--- src/verilog/sdcpd_pkg.sv ---
`default_nettype none
package sdcpd_pkg;

    // ----------------------------------------------------------------
    // Pin widths and field positions
    // ----------------------------------------------------------------
    localparam int ADDR_W = 13;
    localparam int COL_W = 10;
    localparam int DQ_W = 16;
    localparam int BANK_W = 2;
    localparam int NUM_BANKS = 4;
    localparam int LANE_W = 8;
    localparam int LANES = 2;
    localparam int AUTO_PRECHARGE_SELECT_BIT = 10;
    // Write word: bank, row, column, lane enables, data
    localparam int WR_ENTRY_W = BANK_W + ADDR_W + COL_W + LANES + DQ_W;
    localparam int WR_DATA_LSB = 0;
    localparam int WR_BE_LSB = DQ_W;
    localparam int WR_COL_LSB = WR_BE_LSB + LANES;
    localparam int WR_ROW_LSB = WR_COL_LSB + COL_W;
    localparam int WR_BANK_LSB = WR_ROW_LSB + ADDR_W;

    // ----------------------------------------------------------------
    // Timing: mask-to-output latency on reads, in clocks
    // ----------------------------------------------------------------
    localparam int RD_MASK_LAT = 2;

    // ----------------------------------------------------------------
    // Decoded commands
    // ----------------------------------------------------------------
    typedef enum logic [2:0] {
        CMD_DESELECT = 3'b000,
        CMD_NOP = 3'b001,
        CMD_ROW_OPEN = 3'b010,
        CMD_PRECHARGE = 3'b011,
        CMD_READ = 3'b100,
        CMD_WRITE = 3'b101,
        CMD_MODE_SET = 3'b110,
        CMD_OTHER = 3'b111
    } sdcpd_cmd_e;

    // All four strobes together form the code
    function automatic sdcpd_cmd_e sdcpd_decode(input logic cs_n,
        input logic ras_n, input logic cas_n, input logic we_n);
        sdcpd_cmd_e c;
        case ({cs_n, ras_n, cas_n, we_n})
            4'b0011: c = CMD_ROW_OPEN;
            4'b0010: c = CMD_PRECHARGE;
            4'b0101: c = CMD_READ;
            4'b0100: c = CMD_WRITE;
            4'b0000: c = CMD_MODE_SET;
            4'b0111: c = CMD_NOP;
            default: c = cs_n ? CMD_DESELECT : CMD_OTHER;
        endcase
        return c;
    endfunction

    // Mask high disables a lane
    function automatic logic [LANES-1:0] sdcpd_lane_en(
        input logic [LANES-1:0] mask);
        return ~mask;
    endfunction

endpackage
`default_nettype wire

--- src/verilog/sdcpd_word_buf.sv ---
`default_nettype none
module sdcpd_word_buf
    import sdcpd_pkg::*;
(
    input wire logic sys_clk,
    input wire logic rst,
    input wire logic in_valid,
    input wire logic [WR_ENTRY_W-1:0] in_data,
    output logic in_ready,
    output logic out_valid,
    output logic [WR_ENTRY_W-1:0] out_data,
    input wire logic out_ready
);

    typedef struct packed {
        logic v0;
        logic v1;
        logic [WR_ENTRY_W-1:0] d0;
        logic [WR_ENTRY_W-1:0] d1;
    } sdcpd_buf_s;

    sdcpd_buf_s s_reg;
    sdcpd_buf_s s_next;
    logic pop;
    logic push;

    // ----------------------------------------------------------------
    // Two slots; slot 0 is always the head
    // ----------------------------------------------------------------
    always_comb begin
        s_next = s_reg;
        pop = s_reg.v0 & out_ready;
        push = in_valid & ~s_reg.v1;
        if (pop) begin
            s_next.d0 = s_reg.d1;
            s_next.v0 = s_reg.v1;
            s_next.v1 = 1'b0;
        end
        if (push) begin
            if (!s_next.v0) begin
                s_next.d0 = in_data;
                s_next.v0 = 1'b1;
            end else begin
                s_next.d1 = in_data;
                s_next.v1 = 1'b1;
            end
        end
    end

    always_ff @(posedge sys_clk or posedge rst) begin
        if (rst) begin
            s_reg <= '0;
        end else begin
            s_reg <= s_next;
        end
    end

    assign in_ready = ~s_reg.v1;
    assign out_valid = s_reg.v0;
    assign out_data = s_reg.d0;

    buf_order_a: assert property (@(posedge sys_clk) disable iff (rst)
        s_reg.v1 |-> s_reg.v0)
        else $error("second slot full with head empty");

    stall_hold_a: assert property (@(posedge sys_clk) disable iff (rst)
        out_valid && !out_ready |=> out_valid && $stable(out_data))
        else $error("head word changed while stalled");

endmodule // sdcpd_word_buf
`default_nettype wire

--- src/verilog/sdcpd_bank_track.sv ---
`default_nettype none
module sdcpd_bank_track
    import sdcpd_pkg::*;
(
    input wire logic sys_clk,
    input wire logic rst,
    input wire logic open_en,
    input wire logic close_en,
    input wire logic close_all,
    input wire logic [BANK_W-1:0] bank,
    input wire logic [ADDR_W-1:0] row,
    output logic [NUM_BANKS-1:0] active,
    output logic [ADDR_W-1:0] bank_row
);

    typedef struct packed {
        logic [NUM_BANKS-1:0] active;
        logic [NUM_BANKS-1:0][ADDR_W-1:0] row;
    } sdcpd_bank_s;

    sdcpd_bank_s s_reg;
    sdcpd_bank_s s_next;

    // ----------------------------------------------------------------
    // Per-bank open/idle state and open row
    // ----------------------------------------------------------------
    // Precharge is modelled as finishing in one clock
    always_comb begin
        s_next = s_reg;
        if (close_all) begin
            s_next.active = '0;
        end else if (close_en) begin
            s_next.active[bank] = 1'b0;
        end else if (open_en) begin
            s_next.active[bank] = 1'b1;
            s_next.row[bank] = row;
        end
    end

    always_ff @(posedge sys_clk or posedge rst) begin
        if (rst) begin
            s_reg <= '0;
        end else begin
            s_reg <= s_next;
        end
    end

    assign active = s_reg.active;
    assign bank_row = s_reg.row[bank];

    open_bank_a: assert property (@(posedge sys_clk) disable iff (rst)
        open_en && !close_en && !close_all |=> active[$past(bank)])
        else $error("opened bank not marked active");

    row_capture_a: assert property (@(posedge sys_clk) disable iff (rst)
        open_en && !close_en && !close_all
        |=> s_reg.row[$past(bank)] == $past(row))
        else $error("row not captured on open");

    close_all_a: assert property (@(posedge sys_clk) disable iff (rst)
        close_all |=> active == '0)
        else $error("banks still active after close all");

endmodule // sdcpd_bank_track
`default_nettype wire

--- src/verilog/sdcpd_cmd_decoder.sv ---
`default_nettype none
module sdcpd_cmd_decoder
    import sdcpd_pkg::*;
(
    input wire logic sys_clk,
    input wire logic rst,
    input wire logic chip_select_n,
    input wire logic row_strobe_n,
    input wire logic col_strobe_n,
    input wire logic write_enable_n,
    input wire logic [BANK_W-1:0] bank_select,
    input wire logic [ADDR_W-1:0] addr,
    input wire logic lower_byte_mask,
    input wire logic upper_byte_mask,
    input wire logic [DQ_W-1:0] dq_in,
    output logic [DQ_W-1:0] dq_out,
    output logic [LANES-1:0] dq_oe,
    output logic [ADDR_W-1:0] mode_reg,
    output logic [NUM_BANKS-1:0] bank_active,
    output logic [2:0] last_cmd,
    output logic rd_req,
    output logic [BANK_W-1:0] rd_bank,
    output logic [ADDR_W-1:0] rd_row,
    output logic [COL_W-1:0] rd_col,
    output logic rd_auto_precharge,
    input wire logic rd_resp_valid,
    input wire logic [DQ_W-1:0] rd_resp_data,
    output logic wr_valid,
    output logic [BANK_W-1:0] wr_bank,
    output logic [ADDR_W-1:0] wr_row,
    output logic [COL_W-1:0] wr_col,
    output logic [LANES-1:0] wr_lane_en,
    output logic [DQ_W-1:0] wr_data,
    input wire logic wr_ready,
    output logic wr_stall
);

    typedef struct packed {
        logic cs_n;
        logic ras_n;
        logic cas_n;
        logic we_n;
        logic [BANK_W-1:0] ba;
        logic [ADDR_W-1:0] addr;
        logic [LANES-1:0] mask;
        logic [DQ_W-1:0] dq;
        logic [LANES-1:0] mask_d1;
        logic [ADDR_W-1:0] mode;
        logic [2:0] last_cmd;
        logic rd_req;
        logic [BANK_W-1:0] rd_bank;
        logic [ADDR_W-1:0] rd_row;
        logic [COL_W-1:0] rd_col;
        logic rd_ap;
        logic [DQ_W-1:0] dq_out;
        logic [LANES-1:0] dq_oe;
        logic wr_stall;
    } sdcpd_top_s;

    sdcpd_top_s s_reg;
    sdcpd_top_s s_next;
    sdcpd_cmd_e cmd;
    logic ap_bit;
    logic [LANES-1:0] wr_be;
    logic [DQ_W-1:0] wr_masked;
    logic [WR_ENTRY_W-1:0] wr_entry;
    logic [WR_ENTRY_W-1:0] buf_out;
    logic buf_in_valid;
    logic buf_in_ready;
    logic [ADDR_W-1:0] open_row;
    logic open_en;
    logic close_en;
    logic close_all;

    // ----------------------------------------------------------------
    // Decode of the registered pin sample
    // ----------------------------------------------------------------
    // Decoding from registered pins gives a full clock for the decode
    always_comb begin
        cmd = sdcpd_decode(s_reg.cs_n, s_reg.ras_n, s_reg.cas_n,
            s_reg.we_n);
        ap_bit = s_reg.addr[AUTO_PRECHARGE_SELECT_BIT];
        open_en = (cmd == CMD_ROW_OPEN);
        close_all = (cmd == CMD_PRECHARGE) && ap_bit;
        close_en = ((cmd == CMD_PRECHARGE) && !ap_bit) ||
            (((cmd == CMD_READ) || (cmd == CMD_WRITE)) && ap_bit);
    end

    // ----------------------------------------------------------------
    // Write lanes
    // ----------------------------------------------------------------
    always_comb begin
        wr_be = sdcpd_lane_en(s_reg.mask);
        for (int i = 0; i < LANES; i++) begin
            wr_masked[i*LANE_W +: LANE_W] = wr_be[i] ?
                s_reg.dq[i*LANE_W +: LANE_W] : '0;
        end
        wr_entry = {s_reg.ba, open_row, s_reg.addr[COL_W-1:0], wr_be,
            wr_masked};
        // A fully masked word carries nothing, so it is not queued
        buf_in_valid = (cmd == CMD_WRITE) && (wr_be != '0);
    end

    // ----------------------------------------------------------------
    // Next state
    // ----------------------------------------------------------------
    always_comb begin
        s_next = s_reg;
        s_next.cs_n = chip_select_n;
        s_next.ras_n = row_strobe_n;
        s_next.cas_n = col_strobe_n;
        s_next.we_n = write_enable_n;
        s_next.ba = bank_select;
        s_next.addr = addr;
        s_next.mask = {upper_byte_mask, lower_byte_mask};
        s_next.dq = dq_in;
        s_next.mask_d1 = s_reg.mask;
        s_next.last_cmd = cmd;
        s_next.rd_req = 1'b0;
        if (cmd == CMD_MODE_SET) begin
            s_next.mode = s_reg.addr;
        end
        if (cmd == CMD_READ) begin
            s_next.rd_req = 1'b1;
            s_next.rd_bank = s_reg.ba;
            s_next.rd_row = open_row;
            s_next.rd_col = s_reg.addr[COL_W-1:0];
            s_next.rd_ap = ap_bit;
        end
        // Lane drivers follow the masks seen RD_MASK_LAT clocks earlier
        s_next.dq_out = rd_resp_data;
        s_next.dq_oe = rd_resp_valid ? sdcpd_lane_en(s_reg.mask_d1)
            : '0;
        // A write refused by a full buffer is flagged, not silently lost
        s_next.wr_stall = ~buf_in_ready | (buf_in_valid & ~buf_in_ready);
    end

    always_ff @(posedge sys_clk or posedge rst) begin
        if (rst) begin
            s_reg <= '0;
            s_reg.cs_n <= 1'b1;
        end else begin
            s_reg <= s_next;
        end
    end

    // ----------------------------------------------------------------
    // Bank state and write buffer
    // ----------------------------------------------------------------
    sdcpd_bank_track u_banks (
        .sys_clk(sys_clk),
        .rst(rst),
        .open_en(open_en),
        .close_en(close_en),
        .close_all(close_all),
        .bank(s_reg.ba),
        .row(s_reg.addr),
        .active(bank_active),
        .bank_row(open_row)
    );

    sdcpd_word_buf u_wbuf (
        .sys_clk(sys_clk),
        .rst(rst),
        .in_valid(buf_in_valid),
        .in_data(wr_entry),
        .in_ready(buf_in_ready),
        .out_valid(wr_valid),
        .out_data(buf_out),
        .out_ready(wr_ready)
    );

    // ----------------------------------------------------------------
    // Outputs
    // ----------------------------------------------------------------
    assign dq_out = s_reg.dq_out;
    assign dq_oe = s_reg.dq_oe;
    assign mode_reg = s_reg.mode;
    assign last_cmd = s_reg.last_cmd;
    assign rd_req = s_reg.rd_req;
    assign rd_bank = s_reg.rd_bank;
    assign rd_row = s_reg.rd_row;
    assign rd_col = s_reg.rd_col;
    assign rd_auto_precharge = s_reg.rd_ap;
    assign wr_stall = s_reg.wr_stall;
    assign wr_bank = buf_out[WR_BANK_LSB +: BANK_W];
    assign wr_row = buf_out[WR_ROW_LSB +: ADDR_W];
    assign wr_col = buf_out[WR_COL_LSB +: COL_W];
    assign wr_lane_en = buf_out[WR_BE_LSB +: LANES];
    assign wr_data = buf_out[WR_DATA_LSB +: DQ_W];

    // ----------------------------------------------------------------
    // Checks
    // ----------------------------------------------------------------
    mode_load_a: assert property (@(posedge sys_clk) disable iff (rst)
        !chip_select_n && !row_strobe_n && !col_strobe_n && !write_enable_n
        ##1 1'b1 |=> mode_reg == $past(addr, 2))
        else $error("mode register did not take the address pins");

    deselect_quiet_a: assert property (@(posedge sys_clk)
        disable iff (rst)
        chip_select_n ##1 1'b1 |=> !rd_req && $stable(mode_reg))
        else $error("command acted on while deselected");

    nop_quiet_a: assert property (@(posedge sys_clk) disable iff (rst)
        !chip_select_n && row_strobe_n && col_strobe_n && write_enable_n
        ##1 1'b1 |=> !rd_req && $stable(mode_reg)
        && $stable(bank_active))
        else $error("no-op changed state");

    read_req_a: assert property (@(posedge sys_clk) disable iff (rst)
        !chip_select_n && row_strobe_n && !col_strobe_n && write_enable_n
        |=> ##1 rd_req && rd_col == $past(addr[COL_W-1:0], 2)
        && rd_auto_precharge == $past(addr[AUTO_PRECHARGE_SELECT_BIT], 2))
        else $error("read not issued with sampled column");

    precharge_one_a: assert property (@(posedge sys_clk)
        disable iff (rst)
        !chip_select_n && !row_strobe_n && col_strobe_n && !write_enable_n
        && !addr[AUTO_PRECHARGE_SELECT_BIT]
        |=> ##1 !bank_active[$past(bank_select, 2)])
        else $error("precharged bank still active");

    read_oe_lanes_a: assert property (@(posedge sys_clk)
        disable iff (rst)
        rd_resp_valid |=> dq_oe[0] == !$past(lower_byte_mask, 3)
        && dq_oe[1] == !$past(upper_byte_mask, 3))
        else $error("read drivers disobey masks two clocks back");

    write_lane_a: assert property (@(posedge sys_clk) disable iff (rst)
        buf_in_valid && s_reg.mask == 2'b01
        |-> wr_entry[WR_DATA_LSB +: LANE_W] == '0
        && wr_entry[WR_DATA_LSB + LANE_W +: LANE_W] == s_reg.dq[15:8])
        else $error("lower lane not dropped independently");

    idle_drive_a: assert property (@(posedge sys_clk) disable iff (rst)
        !rd_resp_valid |=> dq_oe == '0)
        else $error("data bus driven with no read data");

    ap_close_a: assert property (@(posedge sys_clk) disable iff (rst)
        ((cmd == CMD_READ) || (cmd == CMD_WRITE)) && ap_bit
        |=> !bank_active[$past(s_reg.ba)])
        else $error("auto precharge left the bank open");

    precharge_all_a: assert property (@(posedge sys_clk)
        disable iff (rst)
        !chip_select_n && !row_strobe_n && col_strobe_n && !write_enable_n
        && addr[AUTO_PRECHARGE_SELECT_BIT] |=> ##1 bank_active == '0)
        else $error("precharge all left a bank open");

    row_open_a: assert property (@(posedge sys_clk) disable iff (rst)
        !chip_select_n && !row_strobe_n && col_strobe_n && write_enable_n
        |=> ##1 bank_active[$past(bank_select, 2)]
        && last_cmd == CMD_ROW_OPEN)
        else $error("row open not decoded");

    deselect_code_a: assert property (@(posedge sys_clk)
        disable iff (rst) chip_select_n |=> ##1 last_cmd == CMD_DESELECT)
        else $error("deselect not reported as deselect");

    read_bank_a: assert property (@(posedge sys_clk) disable iff (rst)
        !chip_select_n && row_strobe_n && !col_strobe_n && write_enable_n
        |=> ##1 rd_bank == $past(bank_select, 2))
        else $error("read not aimed at the selected bank");

    masked_write_a: assert property (@(posedge sys_clk)
        disable iff (rst)
        !chip_select_n && row_strobe_n && !col_strobe_n && !write_enable_n
        && lower_byte_mask && upper_byte_mask |=> !buf_in_valid)
        else $error("fully masked write queued");

    write_push_a: assert property (@(posedge sys_clk) disable iff (rst)
        buf_in_valid && buf_in_ready |=> wr_valid)
        else $error("accepted write word not offered");

    upper_lane_a: assert property (@(posedge sys_clk) disable iff (rst)
        buf_in_valid && s_reg.mask == 2'h2
        |-> wr_entry[WR_DATA_LSB + LANE_W +: LANE_W] == '0
        && wr_entry[WR_DATA_LSB +: LANE_W] == s_reg.dq[7:0])
        else $error("upper lane not dropped independently");

    other_code_a: assert property (@(posedge sys_clk) disable iff (rst)
        !chip_select_n && row_strobe_n && col_strobe_n && !write_enable_n
        |=> ##1 !rd_req && $stable(bank_active) && $stable(mode_reg))
        else $error("unsupported code acted on");

    cs_gate_a: assert property (@(posedge sys_clk) disable iff (rst)
        s_reg.cs_n |-> cmd == CMD_DESELECT && !buf_in_valid)
        else $error("decoder enabled while deselected");

endmodule // sdcpd_cmd_decoder
`default_nettype wire

--- config.mk ---
export PLATFORM = sky130hd
export DESIGN_NAME = sdcpd_cmd_decoder
export DESIGN_NICKNAME = d
export VERILOG_FILES = /design/src/verilog/sdcpd_pkg.sv /design/src/verilog/sdcpd_word_buf.sv /design/src/verilog/sdcpd_bank_track.sv /design/src/verilog/sdcpd_cmd_decoder.sv
export SDC_FILE = /design/constraint.sdc
export NUM_CORES = 1
export LEC_CHECK = 0
export BUFFER_PORTS_ARGS = -buffer_cell sky130_fd_sc_hd__buf_4
export CAP_MARGIN = 5
export CORE_UTILIZATION = 26
export DETAILED_ROUTE_END_ITERATION = 10
export MAX_ROUTING_LAYER = met4
export PLACE_DENSITY_LB_ADDON = 0.25
export SLEW_MARGIN = 20
export SYNTH_ARGS = -nofsm -noshare
export SYNTH_HDL_FRONTEND = slang
export SYNTH_HIERARCHICAL = 1
export SYNTH_SLANG_ARGS = --single-unit
--- constraint.sdc ---
create_clock -name sys_clk -period 4 [get_ports sys_clk]
set_input_delay 0.4 -clock sys_clk [delete_from_list [all_inputs] [get_ports sys_clk]]
set_output_delay 0.4 -clock sys_clk [all_outputs]
set_load 0.05 [all_outputs]
==> results by group, run 1 <==
Global routing
  – Total grt overflow: 0
  – Vias in the first global route: 5,973
  – Largest net degree at the start of global routing: 66
  – Gr usage total: 0.124
  – Global-route wire length before repair: 37.7 mm
  – Initial antenna violation count: 1

Floorplanning
  – Die Area: 41,100 µm²
  – Initial Utilization: 0.264
  – Row count: 73
  – Die Y: 203 µm
  – IO Pins: 167
  – Core area: 39,700 µm²
  – Die Wd: 203 µm

Clocking
  – PostCTS Resize Cnt: 0
  – CTS Buf Count: 30
  – TritonCTS clock tree: built
  – Root Driver: clkbuf_16
  – # clock sinks: 245
  – Hold buffers post-CTS: 54
  – Max clock buf depth: 3
  – Later-pin clock latency in the skew report: 0.57 ns
  – CTS H-tree depth: 1
  – Clock transition at the registers of the reported paths: 0.06 ns
  – Setup Fix Bufs, Post-CTS: 0

Synthesis
  – Syn avg cell area: 15.4 µm²
  – Count of different cell masters after synthesis: 37
  – Net Count, Synth: 738
  – Cell Area, Synth: 10,500 µm²
  – Ys Warns: 6
  – Register area share after synthesis: 0.585
  – Synthesized netlist cell count: 681
  – #FFs+latches synth: 245

STA
  – Fin crit share: 0.681
  – Final setup viols: 0
  – Clock period minus worst slack: 2.72 ns
  – Max Slew Vio Count: 0
  – RSZ-0062 raised after global routing: no
  – Skew final: 0.0148 ns
  – Max Clk Rate: 367 MHz
  – Relative slew margins: 0.402
  – Fin Setup TNS: 0 ns
  – Final hold vios: 0
  – Measured slew at the worst slew-check pin: 0.897 ns

Route
  – Routed Antenna Nets: 0
  – # DRC: 0
  – Via Count: 5,533
  – Final wirelength: 24.3 mm
  – Routed WL per cell: 17.8 µm
  – DRT iter0 DRCs: 115
  – Vias per cell: 4.06
  – DRT Pass-1 Iters: 3

Worst setup path
  – Delay-heaviest family, CP: simple AND/OR/NAND/NOR gates
  – CP max stage delay: 0.67 ns
  – WP data arrival: 3.16 ns
  – Crit path launch type: flip-flop
  – Worst endpoint required time: 4.44 ns
  – Critical path buffers and inverters: 0
  – WS Path Type: flip-flop to flip-flop
  – CP Max Fanout: 13
  – Critical Path Slowest Stage Cell: and3_1
  – Cell Chain, Critical Path: or2b_1 > nor3b_1 > nor3b_2 > and3_1 > mux2_2
  – CP endpoint kind: flip-flop
  – Reg2reg start: s_reg[97]
  – Crit path launch: s_reg[97]

Placed design
  – Port bufs: 166
  – Post-DP HPWL: 16.0 mm
  – Routability congestion estimate: 0.732

Cells and area
  – ANT cells: 0
  – Utilization after layout: 0.327
  – Share of cells above drive strength 1: 0.517
  – Fin nets: 872
  – Area grow syn2layout: 23.8%

Job
  – Max Cap Viol: 0

Min path
  – Min-delay src: rd_resp_valid
  – Min-delay worst type: input pin to flip-flop

Power
  – Peak supply drop: 0.000299 V
  – Pwr Density: 574 nW/µm²
  – Leakage: 6.20 nW

Status
  – Run status: finished clean
routing by layer:
| metal | vias up | GRT usage | wire length [µm] |
|---|---|---|---|
| li1 | 2537 | - | - |
| met1 | 2852 | 0.162 | 11300 |
| met2 | 105 | 0.194 | 11300 |
| met3 | 39 | 0.0291 | 1160 |
| met4 | 0 | 0.0290 | 512 |
| met5 | - | - | 0 |
final cells by class:
cell class,instances,area (µm²)
clock buffers,46,912
clock inverters,9,62.6
fillers,3944,26800
inverters,8,35.0
multi-input cells,295,3270
flip-flops and latches,245,6130
well taps,525,657
repair buffers,235,1900
power by group:
group          internal [W]  switching (W)
Sequential          0.00283       0.000216
Clock               0.00156        0.00107
Combinational      0.000692        0.00108
Total               0.00508        0.00237
cell usage after synthesis (all sizes together):
master	number	share of area
a211oi	3	0.0021
a21o	1	0.00072
a21oi	6	0.0029
a311oi	1	0.00084
a31oi	1	0.00060
and2b	3	0.0024
and3	3	0.0018
buf	133	0.10
dfrtp	244	0.58
dfstp	1	0.0025
inv	8	0.0029
mux2	220	0.24
mux4	13	0.028
nand2	6	0.0024
nand2b	3	0.0018
nand3	1	0.00095
nand3b	1	0.00072
nor2	4	0.0021
nor2b	19	0.011
nor3b	2	0.0019
nor4	1	0.0020
nor4bb	1	0.0024
o21ai	1	0.00048
o32ai	1	0.00084
or2	1	0.00060
or2b	2	0.0014
or4b	1	0.00095
cell usage in the layout, fill, tap and decap left out, drive strengths merged, types with 2 or more instances in the layout:
cell type	instances
or2b	2
clkinv	5
clkinvlp	3
buf	181
and2b	3
a211oi	3
nor2b	19
nand2	6
inv	9
nor3b	2
nand2b	3
clkbuf	46
nor2	4
dlygate4sd3	54
mux2	220
mux4	13
and3	3
dfrtp	244
a21oi	6
path summary, 6_finish.rpt:
path,end,slack [ns],depth (start not counted)
max,flip-flop,1.28,5
min,dq_oe[1],0.06,2
max reg2reg,flip-flop,1.28,5
min reg2reg,dq_oe[1],0.39,1
max in group asynchronous,u_wbuf/out_data[25],2.47,4
min in group asynchronous,async pin,0.52,3
metrics by stage:
stage                     setup slack (ns)  cell area, µm²  hold WS (ns)  power [W]  instances
after floorplan                      0.955           10500         0.378    0.00454        681
after global placement                1.34           11500         0.383    0.00482       1254
after detailed placement              1.28           11500         0.384    0.00484       1254
after CTS                             1.27           13000        0.0190    0.00760       1363
after global routing                  1.05           13000        0.0708    0.00781       1363
final                                 1.28           13000        0.0625    0.00745       1363
cell families after synthesis:
family	count (synthesis)	share of synthesized area
and+or+nand+nor	48	0.0328
DFF	245	0.585
AOI/OAI and AO/OA	14	0.00848
buffers and inverters	141	0.103
muxes	233	0.271
Power figures use the tool's default switching activity.
==> run 2, diff against run 1 <==
clock period = 2.8 ns   (was 4 ns; I/O delays follow)
==> run 2 against run 1 <==
- sequential power rose by 43%
- via count rose by 0.18%
- sequential share of layout area fell by 0.23 points
- register-to-register slack worse by 1.0 ns
- clock skew increased by 0.014 ns
- flip-flop and latch count stayed put
- hold slack worse by 0.016 ns
- clock power is 36% higher
- total power rose by 40%
- maximum frequency is 6.2% higher
- global-route usage grew 0.070 points
- non-clock buffer count is 8 higher
- critical path type unchanged
==> results by group, run 2 (synthesis results as in run 1) <==
Route
  – DRT iter0 DRCs: 167
  – Vias per cell: 4.06
  – Via Count: 5,543
  – Routed WL per cell: 17.6 µm
  – Final wirelength: 24.1 mm
  – DRT Pass-1 Iters: 4
  – Routed Antenna Nets: 0
  – # DRC: 0

Placed design
  – Port bufs: 166
  – Post-DP HPWL: 15.6 mm
  – Cells after DPL: 1,261
  – Routability congestion estimate: 0.709

Global routing
  – Global-route wire length before repair: 38.1 mm
  – Met1 Resource Use GR: 0.161
  – GR Layer Usage met3: 0.0268
  – M2 GR Usage: 0.198
  – Grt peak-use layer: met2
  – Vias in the first global route: 6,144
  – Gr usage total: 0.125
  – Initial antenna violation count: 0
  – Largest net degree at the start of global routing: 102
  – Total grt overflow: 0

Cells and area
  – Multi-input logic area: 3270 µm²
  – ANT cells: 0
  – Final-layout fill cell count: 3,928
  – Area grow syn2layout: 24.3%
  – Share of cells above drive strength 1: 0.517
  – Fin cells: 1,366
  – Commonest non-fill, non-tap cell in the layout: dfrtp_1
  – Commonest cells after routing, fill and taps aside: dfrtp_1, buf_4, mux2_2, dlygate4sd3_1, mux2_1
  – FF/Latch Area: 6130 µm²
  – Fin nets: 879

STA
  – RSZ-0062 raised after global routing: no
  – Max Clk Rate: 390 MHz
  – Final hold vios: 0
  – Final hold slack: 0.0461 ns
  – Fin Setup TNS: 0 ns
  – Clock period minus worst slack: 2.56 ns
  – Relative slew margins: 0.490
  – Fin crit share: 0.915
  – Final setup viols: 0
  – Max Slew Vio Count: 0
  – Measured slew at the worst slew-check pin: 0.765 ns
  – Skew final: 0.0286 ns

Floorplanning
  – Die Y: 203 µm
  – IO Pins: 167
  – Initial Utilization: 0.264
  – Die Area: 41,100 µm²
  – Row count: 73
  – Die Wd: 203 µm
  – Core area: 39,700 µm²

Power
  – Pwr Density: 802 nW/µm²
  – Peak supply drop: 0.000465 V
  – Leakage: 6.23 nW
  – Total power: 0.0105 W

Worst setup path
  – Worst endpoint required time: 3.25 ns
  – Critical Path Slowest Stage Cell: or4b_2
  – CP max stage delay: 0.66 ns
  – CP Max Fanout: 13
  – Crit path launch type: flip-flop
  – CP endpoint kind: flip-flop
  – Cells on worst reg2reg path: 5
  – WS Path Type: flip-flop to flip-flop
  – Cell Chain, Critical Path: or4b_2 > a21oi_1 > nor3b_2 > and3_1 > mux2_1
  – WP data arrival: 3.02 ns

Min path
  – Hold Path Depth: 4
  – Min-delay worst type: input pin to flip-flop

Status
  – Run status: finished clean

Clocking
  – Later-pin clock latency in the skew report: 0.57 ns
  – Root Driver: clkbuf_16
  – TritonCTS clock tree: built
  – CTS Buf Count: 29
  – # clock sinks: 245
  – Max clock buf depth: 3
  – CTS H-tree depth: 1
  – Clock transition at the registers of the reported paths: 0.06 ns

Job
  – Max Cap Viol: 0
## run 2: critical path: cells and delay by family (launching register included)
family	cells	cell delay (ns)
DFF	1	0.46
muxes	1	0.39
and+or+nand+nor	3	1.22
AOI/OAI and AO/OA	1	0.38
## run 2: what timing repair did
action	in CTS	in global routing
setup buffers	0	0
hold buffers	55	0
hold endpoints to repair	256	0
resized for setup	0	0
## run 2: stage by stage
stage | area [µm²] | setup slack, ns | util
final | 13000 | 0.237 | 0.328
after floorplan | 10500 | 0.241 | -
after detailed placement | 11600 | 0.221 | 0.292
after CTS | 13000 | 0.221 | 0.328
after global placement | 11600 | 0.296 | 0.292
after global routing | 13000 | 0.0725 | 0.328
## run 2: path summary, 6_finish.rpt
| check | slack (ns) | from | end |
|---|---|---|---|
| max in group asynchronous | 1.70 | rst | u_wbuf/out_data[14] |
| worst min register to register | 0.39 | s_reg[63] | dq_oe[1] |
| worst max-delay path | 0.24 | s_reg[97] | flip-flop |
| worst max register to register | 0.24 | s_reg[97] | flip-flop |
| worst min-delay path | 0.05 | wr_ready | u_wbuf/out_valid |
| min in group asynchronous | 0.39 | rst | u_wbuf/s_reg[39] |
## run 2: routing by layer
metal	wire, µm	share of wire
met4	576	0.024
met2	11300	0.47
met3	1070	0.044
met5	0	0
met1	11100	0.46
## run 2: final cells by class
| type | instances | share of cell area |
|---|---|---|
| Multi-Input combinational cell | 295 | 0.251 |
| Tap cell | 525 | 0.0504 |
| Clock buffer | 40 | 0.0619 |
| Inverter | 8 | 0.00278 |
| Sequential cell | 245 | 0.470 |
| Clock inverter | 10 | 0.00701 |
| Timing Repair Buffer | 243 | 0.156 |
## run 2: power breakdown
group / leakage (nW) / switching (W) / internal, W
logic: 2.66 / 0.00153 / 0.000999
registers: 3.13 / 0.000308 / 0.00404
clock network: 0.437 / 0.00149 / 0.00209
==> run 3, diff against run 2 <==
CAP_MARGIN = 20   (was 5)
CORE_ASPECT_RATIO = 1.25   (was unset)
==> run 3 against run 2 <==
- sequential power about the same
- die area about the same
- critical path depth increased by 1
- largest cell class unchanged
==> results by group, run 3 (synthesis results as in run 1) <==
Global routing
  – Initial antenna violation count: 0
  – Global-route wire length before repair: 36.7 mm
  – Total grt overflow: 0
  – Vias in the first global route: 6,117
  – Gr usage total: 0.120
  – Largest net degree at the start of global routing: 48

STA
  – Relative slew margins: 0.515
  – Final hold vios: 0
  – Clock period minus worst slack: 2.41 ns
  – RSZ-0062 raised after global routing: no
  – Max Clk Rate: 414 MHz
  – Max Slew Vio Count: 0
  – Fin crit share: 0.862
  – Skew final: 0.0103 ns
  – Measured slew at the worst slew-check pin: 0.726 ns
  – Final setup viols: 0
  – Fin Setup TNS: 0 ns
  – Final hold slack: 0.0744 ns

Power
  – Total power: 0.0110 W
  – Sw Ratio: 0.303
  – Combinational share of power: 0.233
  – Reg power frac: 0.396
  – Leakage: 6.31 nW
  – P_int: 0.00763 W
  – Peak supply drop: 0.000414 V
  – Pwr Density: 833 nW/µm²
  – Clock Power Share: 0.372
  – Psw: 0.00332 W

Clocking
  – CTS Buf Count: 29
  – Clock transition at the registers of the reported paths: 0.06 ns
  – Setup Fix Bufs, Post-CTS: 0
  – Root Driver: clkbuf_16
  – CTS H-tree depth: 1
  – # clock sinks: 245
  – Later-pin clock latency in the skew report: 0.54 ns
  – PostCTS Resize Cnt: 0
  – Max clock buf depth: 3
  – Hold buffers post-CTS: 55
  – TritonCTS clock tree: built

Worst setup path
  – Delay-heaviest family, CP: simple AND/OR/NAND/NOR gates
  – CP endpoint kind: flip-flop
  – Cells on worst reg2reg path: 6
  – CP max stage delay: 0.64 ns
  – Crit path launch type: flip-flop
  – CP Max Fanout: 13
  – Worst endpoint required time: 3.22 ns
  – Critical Path Slowest Stage Cell: or4b_2
  – WS Path Type: flip-flop to flip-flop
  – Critical path buffers and inverters: 1
  – Cell Chain, Critical Path: or4b_2 > a21oi_1 > nor3b_2 > and3_1 > buf_4 > mux2_1
  – WP data arrival: 2.83 ns
  – Crit path depth: 6

Floorplanning
  – Die Y: 226 µm
  – Die Wd: 182 µm
  – Row count: 81
  – IO Pins: 167
  – Core area: 39,400 µm²
  – Initial Utilization: 0.266
  – Die Area: 41,100 µm²

Route
  – Routed Antenna Nets: 0
  – Routed WL per cell: 17.6 µm
  – DRT Pass-1 Iters: 4
  – Final wirelength: 23.6 mm
  – Vias per cell: 4.16
  – Via Count: 5,579
  – # DRC: 0
  – DRT iter0 DRCs: 134

Cells and area
  – Commonest cells after routing, fill and taps aside: dfrtp_1, buf_4, mux2_2, dlygate4sd3_1, mux2_1
  – Commonest non-fill, non-tap cell in the layout: dfrtp_1
  – Share of cells above drive strength 1: 0.523
  – Fin nets: 880
  – Final Cell Area: 13,200 µm²
  – Fin cells: 1,342
  – Area grow syn2layout: 25.5%

Status
  – Run status: finished clean

Placed design
  – Cells after DPL: 1,235
  – Routability congestion estimate: 0.698
  – Port bufs: 166
  – Placed inst area: 11,600 µm²
  – Post-DP HPWL: 15.9 mm

Job
  – Max Cap Viol: 0

Min path
  – Min-delay worst type: input pin to flip-flop
  – Hold Path Depth: 4
run 3: changes by cell type in the layout (fill, tap and decap cells not counted), sizes merged:
cell      delta
bufinv       +5
clkbuf       -2
clkinvlp     -2
buf          +1
diode        +1
run 3: worst register-to-register path, stage by stage (launching register included):
cell and delay, ns:
dfrtp_1 0.48, or4b_2 0.64, a21oi_1 0.36, nor3b_2 0.12, and3_1 0.20, buf_4 0.19
mux2_1 0.31
run 3: final timing paths:
| path | slack [ns] | startpoint | end |
|---|---|---|---|
| worst min-delay path | 0.07 | wr_ready | u_wbuf/out_valid |
| worst max-delay path | 0.39 | s_reg[99] | flip-flop |
| min in group asynchronous | 0.39 | rst | u_wbuf/s_reg[41] |
| worst max register to register | 0.39 | s_reg[99] | flip-flop |
| worst min register to register | 0.39 | s_reg[63] | dq_oe[1] |
| max in group asynchronous | 1.61 | rst | async pin |
run 3: metrics by stage:
stage,setup WS [ns],util
4_1_cts,0.368,0.334
2_1_floorplan,0.241,-
5_1_grt,0.217,0.334
3_3_place_gp,0.392,0.293
3_5_place_dp,0.385,0.293
6_report,0.386,0.334
run 3: power by group through the flow:
stage / sequential (W) / combinational [W] / clock [W]
3_5_place_dp: 0.00440 / 0.00252 / 0
5_1_grt: 0.00440 / 0.00269 / 0.00436
6_report: 0.00433 / 0.00255 / 0.00407
3_3_place_gp: 0.00440 / 0.00250 / 0
4_1_cts: 0.00434 / 0.00259 / 0.00423
2_1_floorplan: 0.00429 / 0.00220 / 0
run 3: final cells by class:
| cell class | instances | area [µm²] |
|---|---|---|
| inverter | 8 | 36.3 |
| fill | 3843 | 26300 |
| multi-input combinational | 295 | 3270 |
| tap | 498 | 623 |
| antenna | 1 | 2.50 |
| timing repair buffer | 244 | 2040 |
| clock inverter | 13 | 223 |
| sequential | 245 | 6130 |
| clock buffer | 38 | 820 |
run 3: routing by layer:
layer	up-vias	wire length [µm]	GRT usage
li1	2547	-	-
met1	2903	9930	0.138
met2	99	12100	0.210
met4	0	420	0.0358
met3	30	1130	0.0254
met5	-	0	-
